### src/common/agen_pkg.sv
// shared constants and types for the auxiliary pointer address generator
package agen_pkg;
    localparam int PTR_W = 23;
    localparam int IDX_W = 16;
    localparam int NUM_PTRS = 8;
    localparam int SEL_W = 3;
    localparam int EXT_BYTES = 2;
    localparam int CONTROL_MODE = 1;
    localparam logic [PTR_W-1:0] PTR_RESET = 23'h00_0000;
    localparam logic [PTR_W-1:0] STEP_ONE = 23'h00_0001;
    localparam logic [PTR_W-1:0] STEP_TWO = 23'h00_0002;

    // operand forms handled in control mode
    typedef enum logic [2:0] {
        OP_PLAIN = 3'h0,
        OP_POST_INC = 3'h1,
        OP_POST_DEC = 3'h2,
        OP_POST_ADD_IDX = 3'h3,
        OP_POST_SUB_IDX = 3'h4,
        OP_BASE_IDX = 3'h5,
        OP_BASE_CONST = 3'h6,
        OP_PRE_CONST = 3'h7
    } operand_t;

    // width class of the access
    typedef enum logic [1:0] {
        ACC_WORD = 2'h0,
        ACC_LONG = 2'h1,
        ACC_BIT = 2'h2,
        ACC_BIT_PAIR = 2'h3
    } access_t;

    typedef struct packed {
        operand_t op;
        access_t acc;
        logic [SEL_W-1:0] ptr_sel;
        logic [IDX_W-1:0] long_offset_constant;
        logic has_extension;
        logic parallel;
    } agen_req_t;

    typedef struct packed {
        logic [PTR_W-1:0] addr;
        logic [PTR_W-1:0] new_ptr;
        logic [SEL_W-1:0] ptr_sel;
        logic write_back;
    } agen_rsp_t;
endpackage

### src/hw/aux_reg_indirect_agen.sv
// control-mode auxiliary pointer indirect address generation and update
// Contract
// operand set applies only while pointer mode select is one
// post-modify: address from old pointer, then add or subtract sign-extended index
// index is temp index zero when compat bit clear, extended pointer zero when set
// base-plus-index leaves pointer, address is pointer plus sign-extended index
// base-plus-index offset is extended pointer zero when compat set, else temp index
// base-plus-constant leaves pointer, address is pointer plus sign-extended constant
// pre-modify adds sign-extended constant first and uses updated pointer as address
// constant operand needs its two-byte extension word
// constant operand forms are never issued in parallel
// post-increment steps by one for word or bit, two for long or pair
// post-decrement steps by one for word or bit, two for long or pair
// single-bit access counts as one-bit, bit pair as two-bit
// all sums wrap modulo two to the twenty-third
module aux_reg_indirect_agen
    import agen_pkg::*;
#(
    parameter int NPTR = NUM_PTRS
) (
    input wire logic i_clk_sys,                      // cpu clock
    input wire logic i_reset,                        // async reset, high
    input wire logic i_req_valid,                    // operand request present
    input wire agen_req_t i_req,                     // decoded operand
    input wire logic i_pointer_mode_select,          // 1 selects control mode
    input wire logic i_compat_mode_bit,              // selects index source
    input wire logic [IDX_W-1:0] i_temp_index_zero,  // temporary index register
    input wire logic i_load_valid,                   // software pointer load
    input wire logic [SEL_W-1:0] i_load_sel,         // pointer being loaded
    input wire logic [PTR_W-1:0] i_load_value,       // loaded value
    output logic o_rsp_valid,                        // address valid, registered
    output agen_rsp_t o_rsp,                         // address and update, registered
    output logic o_reject,                           // request refused, registered
    output logic [NPTR*PTR_W-1:0] o_ptrs             // all extended pointers
);
    logic [PTR_W-1:0] ptr_r [NPTR];
    logic o_rsp_valid_nxt;
    agen_rsp_t rsp_r;
    agen_rsp_t rsp_nxt;
    logic reject_r;

    // decoder-side legality: constant forms need extension and no parallel slot
    function automatic logic is_const_op(input operand_t op);
        return (op == OP_BASE_CONST) || (op == OP_PRE_CONST);
    endfunction

    wire logic const_op = is_const_op(i_req.op);
    wire logic mode_ok = (i_pointer_mode_select == 1'(CONTROL_MODE));
    wire logic const_bad = const_op && (!i_req.has_extension || i_req.parallel); // see
    wire logic accept = i_req_valid && mode_ok && !const_bad;

    // operand sources
    wire logic [PTR_W-1:0] base = ptr_r[i_req.ptr_sel];
    logic [PTR_W-1:0] step;
    logic [PTR_W-1:0] temp_ext;
    logic [PTR_W-1:0] konst_ext;

    agen_step u_step_idx (
        .i_acc(i_req.acc),
        .i_index(i_temp_index_zero),
        .o_step(step),
        .o_index_ext(temp_ext)
    );
    agen_step u_step_const (
        .i_acc(i_req.acc),
        .i_index(i_req.long_offset_constant),
        .o_step(),
        .o_index_ext(konst_ext)
    );

    // extended pointer zero is already full width; temp index is sign-extended
    wire logic [PTR_W-1:0] index_sel = i_compat_mode_bit ? ptr_r[0] : temp_ext; // see
    wire logic [PTR_W-1:0] sum_idx = base + index_sel;
    wire logic [PTR_W-1:0] dif_idx = base - index_sel;
    wire logic [PTR_W-1:0] sum_k = base + konst_ext;      // see
    wire logic [PTR_W-1:0] inc_p = base + step;
    wire logic [PTR_W-1:0] dec_p = base - step;

    // address and new pointer per operand form
    always_comb begin
        rsp_nxt = '0;
        rsp_nxt.ptr_sel = i_req.ptr_sel;
        rsp_nxt.addr = base;
        rsp_nxt.new_ptr = base;
        case (i_req.op)
            OP_PLAIN: begin
                rsp_nxt.write_back = 1'b0;
            end
            OP_POST_INC: begin
                rsp_nxt.new_ptr = inc_p;
                rsp_nxt.write_back = 1'b1;
            end
            OP_POST_DEC: begin
                rsp_nxt.new_ptr = dec_p;
                rsp_nxt.write_back = 1'b1;
            end
            OP_POST_ADD_IDX: begin
                rsp_nxt.new_ptr = sum_idx;
                rsp_nxt.write_back = 1'b1;
            end
            OP_POST_SUB_IDX: begin
                rsp_nxt.new_ptr = dif_idx;
                rsp_nxt.write_back = 1'b1;
            end
            OP_BASE_IDX: begin
                rsp_nxt.addr = sum_idx;
            end
            OP_BASE_CONST: begin
                rsp_nxt.addr = sum_k;
            end
            OP_PRE_CONST: begin
                rsp_nxt.addr = sum_k;
                rsp_nxt.new_ptr = sum_k;
                rsp_nxt.write_back = 1'b1;
            end
            default: begin
                rsp_nxt.write_back = 1'b0;
            end
        endcase
    end

    assign o_rsp_valid_nxt = accept;

    // pointer file; an operand update wins over a same-cycle software load
    // since the instruction stream is the later writer in program order
    generate
        for (genvar g = 0; g < NPTR; g++) begin : g_ptr
            wire logic upd = accept && rsp_nxt.write_back && (i_req.ptr_sel == SEL_W'(g));
            wire logic ld = i_load_valid && (i_load_sel == SEL_W'(g));
            always_ff @(posedge i_clk_sys or posedge i_reset) begin
                if (i_reset) begin
                    ptr_r[g] <= PTR_RESET;
                end else if (upd) begin
                    ptr_r[g] <= rsp_nxt.new_ptr;
                end else if (ld) begin
                    ptr_r[g] <= i_load_value;
                end
            end
            assign o_ptrs[g*PTR_W +: PTR_W] = ptr_r[g];
        end
    endgenerate

    // registered response
    always_ff @(posedge i_clk_sys or posedge i_reset) begin
        if (i_reset) begin
            o_rsp_valid <= 1'b0;
            rsp_r <= '0;
            reject_r <= 1'b0;
        end else begin
            o_rsp_valid <= o_rsp_valid_nxt;
            rsp_r <= rsp_nxt;
            reject_r <= i_req_valid && !accept;
        end
    end
    assign o_rsp = rsp_r;
    assign o_reject = reject_r;

    // reference terms for the checks, built apart from the step helper so a broken extender shows
    wire logic [PTR_W-1:0] chk_temp_sx = {{(PTR_W-IDX_W){i_temp_index_zero[IDX_W-1]}}, i_temp_index_zero};
    wire logic [PTR_W-1:0] chk_const_sx =
        {{(PTR_W-IDX_W){i_req.long_offset_constant[IDX_W-1]}}, i_req.long_offset_constant};
    wire logic [PTR_W-1:0] chk_index = i_compat_mode_bit ? ptr_r[0] : chk_temp_sx;

    // assertions
    a_mode_gate: assert property (@(posedge i_clk_sys) disable iff (i_reset)
        (i_req_valid && !i_pointer_mode_select) |=> (!o_rsp_valid && o_reject))
        else $error("request answered outside control mode");
    a_post_addr: assert property (@(posedge i_clk_sys) disable iff (i_reset)
        (accept && i_req.op inside {OP_POST_INC, OP_POST_DEC, OP_POST_ADD_IDX, OP_POST_SUB_IDX})
        |=> (o_rsp.addr == $past(base)))
        else $error("post-modify address not from old pointer");
    a_post_add: assert property (@(posedge i_clk_sys) disable iff (i_reset)
        (accept && i_req.op == OP_POST_ADD_IDX && !i_compat_mode_bit && i_req.ptr_sel != 0)
        |=> (ptr_r[$past(i_req.ptr_sel)] == PTR_W'($past(base) + $past(chk_temp_sx))))
        else $error("post-add by temp index wrong");
    a_post_sub: assert property (@(posedge i_clk_sys) disable iff (i_reset)
        (accept && i_req.op == OP_POST_SUB_IDX)
        |=> (o_rsp.write_back && o_rsp.new_ptr == PTR_W'($past(base) - $past(chk_index))))
        else $error("post-subtract by index wrong");
    a_base_idx: assert property (@(posedge i_clk_sys) disable iff (i_reset)
        (accept && i_req.op == OP_BASE_IDX)
        |=> (!o_rsp.write_back && o_rsp.addr == PTR_W'($past(base) + $past(chk_index))))
        else $error("base plus index wrong");
    a_compat_sel: assert property (@(posedge i_clk_sys) disable iff (i_reset)
        (accept && i_req.op == OP_BASE_IDX && i_compat_mode_bit)
        |=> (o_rsp.addr == PTR_W'($past(base) + $past(ptr_r[0]))))
        else $error("compat index source wrong");
    a_base_const: assert property (@(posedge i_clk_sys) disable iff (i_reset)
        (accept && i_req.op == OP_BASE_CONST)
        |=> (!o_rsp.write_back && o_rsp.addr == PTR_W'($past(base) + $past(chk_const_sx))))
        else $error("base plus constant wrong");
    a_base_keep: assert property (@(posedge i_clk_sys) disable iff (i_reset) // see
        (accept && i_req.op inside {OP_BASE_IDX, OP_BASE_CONST} && !i_load_valid)
        |=> (ptr_r[$past(i_req.ptr_sel)] == $past(base)))
        else $error("base form modified its pointer");
    a_pre_const: assert property (@(posedge i_clk_sys) disable iff (i_reset)
        (accept && i_req.op == OP_PRE_CONST)
        |=> (o_rsp.addr == PTR_W'($past(base) + $past(chk_const_sx)) && o_rsp.addr == o_rsp.new_ptr && o_rsp.write_back))
        else $error("pre-modify address not the updated pointer");
    a_ptr_store: assert property (@(posedge i_clk_sys) disable iff (i_reset)
        (accept && i_req.op inside {OP_POST_INC, OP_POST_DEC, OP_POST_ADD_IDX, OP_POST_SUB_IDX, OP_PRE_CONST})
        |=> (ptr_r[$past(i_req.ptr_sel)] == o_rsp.new_ptr))
        else $error("updated pointer not stored");
    a_refused_keep: assert property (@(posedge i_clk_sys) disable iff (i_reset)
        (i_req_valid && !accept && !i_load_valid) |=> (o_ptrs == $past(o_ptrs)))
        else $error("refused request changed a pointer");
    a_const_legal: assert property (@(posedge i_clk_sys) disable iff (i_reset) // see
        (i_req_valid && const_op && (i_req.parallel || !i_req.has_extension)) |=> o_reject)
        else $error("illegal constant operand accepted");
    a_step_size: assert property (@(posedge i_clk_sys) disable iff (i_reset) // see
        (accept && i_req.op == OP_POST_INC)
        |=> (o_rsp.new_ptr - o_rsp.addr ==
            (($past(i_req.acc) inside {ACC_LONG, ACC_BIT_PAIR}) ? STEP_TWO : STEP_ONE)))
        else $error("increment step wrong");
    a_dec_step: assert property (@(posedge i_clk_sys) disable iff (i_reset) // see
        (accept && i_req.op == OP_POST_DEC)
        |=> (o_rsp.addr - o_rsp.new_ptr ==
            (($past(i_req.acc) inside {ACC_LONG, ACC_BIT_PAIR}) ? STEP_TWO : STEP_ONE)))
        else $error("decrement step wrong");

    c_post_inc: cover property (@(posedge i_clk_sys) disable iff (i_reset) accept && i_req.op == OP_POST_INC);
    c_post_sub_compat: cover property (@(posedge i_clk_sys) disable iff (i_reset)
        accept && i_req.op == OP_POST_SUB_IDX && i_compat_mode_bit);
    c_pre_const: cover property (@(posedge i_clk_sys) disable iff (i_reset) accept && i_req.op == OP_PRE_CONST);
    c_compat_idx: cover property (@(posedge i_clk_sys) disable iff (i_reset)
        accept && i_req.op == OP_BASE_IDX && i_compat_mode_bit);
    c_reject: cover property (@(posedge i_clk_sys) disable iff (i_reset) o_reject);
endmodule

### src/hw/agen_step.sv
// step size and sign extension helper for pointer arithmetic
module agen_step
    import agen_pkg::*;
(
    input wire access_t i_acc,               // access width class
    input wire logic [IDX_W-1:0] i_index,    // signed 16-bit value
    output logic [PTR_W-1:0] o_step,         // 1 or 2 by access width
    output logic [PTR_W-1:0] o_index_ext     // index sign-extended to pointer width
);
    // single bits count like words, bit pairs like longs
    wire logic is_wide = (i_acc == ACC_LONG) || (i_acc == ACC_BIT_PAIR);
    assign o_step = is_wide ? STEP_TWO : STEP_ONE; // see
    assign o_index_ext = {{(PTR_W-IDX_W){i_index[IDX_W-1]}}, i_index};
endmodule

### config.mk
export PLATFORM = sky130hd
export DESIGN_NAME = aux_reg_indirect_agen
export DESIGN_NICKNAME = d
export VERILOG_FILES = /design/src/common/agen_pkg.sv /design/src/hw/aux_reg_indirect_agen.sv /design/src/hw/agen_step.sv
export SDC_FILE = /design/constraint.sdc
export NUM_CORES = 1
export LEC_CHECK = 0
export ABC_CLOCK_PERIOD_IN_PS = 13570
export BUFFER_PORTS_ARGS = -buffer_cell sky130_fd_sc_hd__buf_2
export CORE_ASPECT_RATIO = 0.6
export CORE_UTILIZATION = 50
export CTS_BUF_LIST = sky130_fd_sc_hd__clkbuf_2
export CTS_CLUSTER_DIAMETER = 50
export CTS_CLUSTER_SIZE = 14
export DETAILED_ROUTE_END_ITERATION = 10
export MAX_ROUTING_LAYER = met4
export PLACE_DENSITY = 0.73
export SETUP_SLACK_MARGIN = 0.5
export SKIP_LAST_GASP = 1
export SYNTH_ARGS = -nofsm -noshare
export SYNTH_HDL_FRONTEND = slang
export SYNTH_SLANG_ARGS = --single-unit
### constraint.sdc
create_clock -name i_clk_sys -period 13.57 [get_ports i_clk_sys]
set_input_delay 2.714 -clock i_clk_sys [delete_from_list [all_inputs] [get_ports i_clk_sys]]
set_output_delay 2.714 -clock i_clk_sys [all_outputs]
set_load 0.05 [all_outputs]
# Word-level counts from Yosys, hierarchy flattened
# Index checks and enable logic that the tools add are counted.
# totals
reg_bits,236
output_inout_bits,236
# classes
addsub,5
order_cmp,1
eq_ne,23
muxes,24
n_bitwise,1
reduce_logical,39
# ops
op,n
$mux W23,19
$pmux W23 S5,1
$add A23 B23 Y23,3
$bmux W23 S3,1
$pmux W23 S2,1
$sub A23 B23 Y23,2
$eq A3 B3 Y1 const B,12
$logic_and A1 B1 Y1,21
$eq A3 B2 Y1 const B,6
$reduce_bool A2 Y1,8
$eq A3 B1 Y1 const B,3
$logic_not A3 Y1,2
$reduce_or A5 Y1,1
$ge A4 B4 Y1 const B,1
$not A3 Y4,1
$logic_not A1 Y1,3
$logic_or A1 B1 Y1,3
$eq A2 B1 Y1 const B,1
$eq A2 B2 Y1 const B,1
$mux W2,1
$reduce_or A2 Y1,1
$mux W1,1

# Longest topological paths before layout
# depth
depth_word,8
mapped_depth,19
mapped_depth_nobuf,16

# Hierarchy
# Synthesis repeated with hierarchy kept, for this count alone.
# hier_totals
hier_cells,1951
hier_area_um2,17834.6
# by_module_without_submodules
module,instances,cells_per_inst,area_per_inst_um2
aux_reg_indirect_agen,1,1855,17136.4
agen_step,2,48,349.1

# Worst setup path before layout
# Ideal clock, no wire load.
# synth_timing
path_type,input port to flip-flop
from,input i_req[18] (netlist name)
to,"register ptr_r, in the netlist o_ptrs[42]"
setup_ps,144
t_arrival_ps,6562
path_slack_ps,6864
cell_stages,16
path_buffers,3
cell_sequence,buf_2 > buf_4 > buf_4 > mux4_2 > mux2i_1 > inv_1 > ha_1 > nor2b_1 > o21a_1 > a311o_1 > a21o_1 > and3_1 > a311o_1 > mux2i_4 > nor3_1 > a21oi_1
# synth_between
elab_chain_cells,7
# synth_lines
item,line,text
start: declaration,aux_reg_indirect_agen.sv:24,"input wire agen_req_t i_req,"
$not A3 Y4 (not written as such),aux_reg_indirect_agen.sv:53,wire logic [PTR_W-1:0] base = ptr_r[i_req.ptr_sel];
$bmux W23 S3,aux_reg_indirect_agen.sv:53,
$mux W23 (not written as such) (2 in series),aux_reg_indirect_agen.sv:53,
"$add A23 B23 Y23, or another cell as far along",aux_reg_indirect_agen.sv:75,wire logic [PTR_W-1:0] sum_k = base + konst_ext;
$pmux W23 S5,aux_reg_indirect_agen.sv:85,case (i_req.op)
$mux W23,aux_reg_indirect_agen.sv:133,end else if (upd) begin
end signal: indexed assignment,aux_reg_indirect_agen.sv:134,ptr_r[g] <= rsp_nxt.new_ptr;
end signal: indexed assignment,aux_reg_indirect_agen.sv:136,ptr_r[g] <= i_load_value;
end: declaration,aux_reg_indirect_agen.sv:36,logic [PTR_W-1:0] ptr_r [NPTR];
# Parallel ways exist; a longest one is shown, timed or not. The select of a mux whose other input is x is not followed.
# A chain may end at the register's enable or synchronous reset.

# Worst setup path after layout
# layout_timing
from,input i_req[18] (netlist name)
to,"register ptr_r, in the netlist o_ptrs[45]"
# Same word-level chain as after synthesis.

==> results.ini <==
[run_status]
status = complete, no violations

[setup_path]
crit_path_end_kind = register
r2r_setup_slack_ps = 8640
reg2reg_to = o_ptrs[45]
timing.rr.start = o_ptrs[1]
critical_path_arrival_ps = 8220
crit_required_ps = 14370
start_kind = input port
endpoint = o_ptrs[45]
cp-startpoint = i_req[18]
rr_worst_depth = 13
crit_fanout = 33
critical_path_class = in -> reg

[floorplanning]
rows = 50
coreArea_um2 = 31590
dieArea_um2 = 33360
dieHeight_um = 141.9
initial_core_util_pct = 51.61
pin_count = 310
dieWidth_um = 235.1

[global_route]
grt_pass1_vias = 14440
grt_max_degree = 85
antenna_found_initial = 3
grt_pass1_wl_um = 88550
track_usage_pct = 35.60
grt-ovfl-total = 0

[synth]
synth_seq_area_share_pct = 36.22
ys_types = 76
synthArstFlopShare_pct = 100.0
netlist_instances = 1722
synthesis.area_um2 = 16300
avgSynthCellArea_um2 = 9.468
synth_ff_type = dfrtp_1
synth-edff-count = 0
yosys_warnings = 0
syn-num-nets = 1866
ys_seq_elements = 236

[drt]
drt_iter0_markers = 1918
drtAntennaViolNets = 0
vias = 15280
avgViaCountPerCell = 6.386
drc = 0
dr.pass1.iters = 5
avgRoutedWirePerCell_um = 24.26
routed_wl_um = 58030

[finish]
layout_common_cells = buf_2 (307), dfrtp_1 (236), a21oi_1 (175)
fin_area_um2 = 18400
nFillCells = 2833
layout-drive-gt1-share_pct = 27.98
syn2layout_area_growth_pct = 12.82
final_common_cell = buf_2
nets = 2103
fin_cells = 2392

[sta]
fmax_mhz = 134.7
layout_setup_ws_ps = 6147
rsz0062_at_grt = false
period_needed_ps = 7423
fin_crit_sh_pct = 54.70
finalSetupTns_ps = 0
slew_headroom_pct = 19.40
finalClockSkew_ps = 69.43
final-setup-viol-count = 0
max_slew.worst_pin.slew_ps = 1206
hold_viol_final = 0
finalMaxSlewViolations = 0

[power]
p_leak_nw = 8.548
power.density_nw_per_um2 = 209.9
peakVddDrop_uv = 122.9

[clock_network]
clk_pin_slew_worst_paths_ps = 240
cts_setup_buffers = 0
clk_latency_ps = 940
hold_buffers = 0
cts_made_buffers = 24
clk_path_buf_depth = 3
clock-sinks = 236
htreeDepth = 1
tritoncts = done
post_cts_resized = 0
ctsRootBufferMaster = clkbuf_2

[placement]
place_congestion = 0.9753
dpl_cell_area_um2 = 18130
hpwl_um = 42860
dp.cells = 2349
place_ws_ps = 5349
io_buffers = 308

[hold_path]
holdCritPathClass = reg -> reg
hold_depth = 2

[flow_run]
cap_violations = 0

routing by layer:
layer	GRT usage [%]	vias up	wire length, um
met5	-	-	0
met2	50.88	907	24750
met1	50.63	7417	24960
met4	9.695	0	1650
li1	-	6842	-
met3	8.016	109	6666
power breakdown:
part	internal, W	total [W]	switching (W)	leakage (nW)
logic	0.000728	0.00243	0.00170	5.52
registers	0.000906	0.00107	0.000162	2.86
clock network	0.0000976	0.000362	0.000265	0.173
through the flow:
step | hold slack, ps | power, W | util (%)
after floorplan | 851.5 | 0.002828 | -
after detailed placement | 593.6 | 0.003464 | 57.37
after global placement | 569.9 | 0.003425 | 57.37
final | 640.0 | 0.003861 | 58.23
after CTS | 644.8 | 0.003825 | 58.20
after global routing | 668.8 | 0.004048 | 58.23
worst min-delay path by stage:
stage                start           to  slack [ps]
6_report       o_ptrs[121]  o_ptrs[121]         640
4_1_cts        o_ptrs[121]  o_ptrs[121]         640
3_3_place_gp    o_ptrs[52]   o_ptrs[52]         570
3_5_place_dp   o_ptrs[121]  o_ptrs[121]         590
2_1_floorplan   o_ptrs[54]   o_ptrs[54]         850
5_1_grt         o_ptrs[47]   o_ptrs[47]         670
cell families (layout without fill, tap and decap cells):
group / Yosys count / in the layout / share of synthesized area [%]
AO/OA/AOI/OAI: 566 / 566 / 21.69
multiplexers: 205 / 205 / 17.12
buffers and inverters: 161 / 412 / 3.868
flip-flops: 236 / 236 / 36.22
AND/OR/NAND/NOR: 428 / 428 / 12.54
adder cells (fa/ha/maj): 70 / 70 / 5.556
XOR/XNOR: 56 / 56 / 3.008
other: 0 / 3 / 0
cell usage after synthesis, drive strengths merged (6+ instances only):
master / n / share of area, %
and2: 7 / 0.27
a21oi: 175 / 5.4
a21boi: 9 / 0.41
and3: 10 / 0.38
a22oi: 22 / 1.1
inv: 41 / 0.94
mux4: 46 / 6.4
dfrtp: 236 / 36
a21o: 22 / 1.0
ha: 66 / 5.1
o21bai: 6 / 0.28
mux2: 108 / 7.5
mux2i: 51 / 3.3
nand2: 167 / 3.8
o31ai: 9 / 0.50
nand3: 16 / 0.49
buf: 29 / 0.83
nor2: 84 / 1.9
o21a: 14 / 0.64
nor3: 16 / 0.49
clkbuf: 91 / 2.1
o22ai: 15 / 0.61
o221ai: 11 / 0.59
o21ai: 150 / 4.6
or3: 6 / 0.26
nor2b: 85 / 3.3
nand4: 7 / 0.27
nand2b: 10 / 0.38
o211ai: 12 / 0.55
a211oi: 84 / 3.9
xor2: 20 / 1.1
xnor2: 36 / 1.9
registers in the layout (all words and copies together), names as in the netlist:
register,cells
o_rsp_valid,1
o_ptrs,184
o_reject,1
o_rsp,50
layout make-up:
cell class                 count  area, um^2  share of cell area (%)
tap                          416       520.5                   2.830
clock inverter                15       136.4                  0.7414
antenna                        3       7.507                 0.04081
multi-input combinational   1325        9822                   53.39
inverter                      41       161.4                  0.8774
clock buffer                  25       125.1                  0.6802
timing repair buffer         331        1717                   9.332
sequential                   236        5906                   32.10
worst max-delay path, stage by stage:
cell	delay, ps
buf_4	390
buf_4	640
mux4_2	630
mux2i_1	590
inv_1	260
fa_1	490
a211oi_1	380
o21ai_1	210
nand3_1	270
a2111oi_2	160
o22ai_1	350
xnor2_1	160
o221ai_1	150
o21ai_2	590
a21oi_1	160
Power figures use the tool's default switching activity.
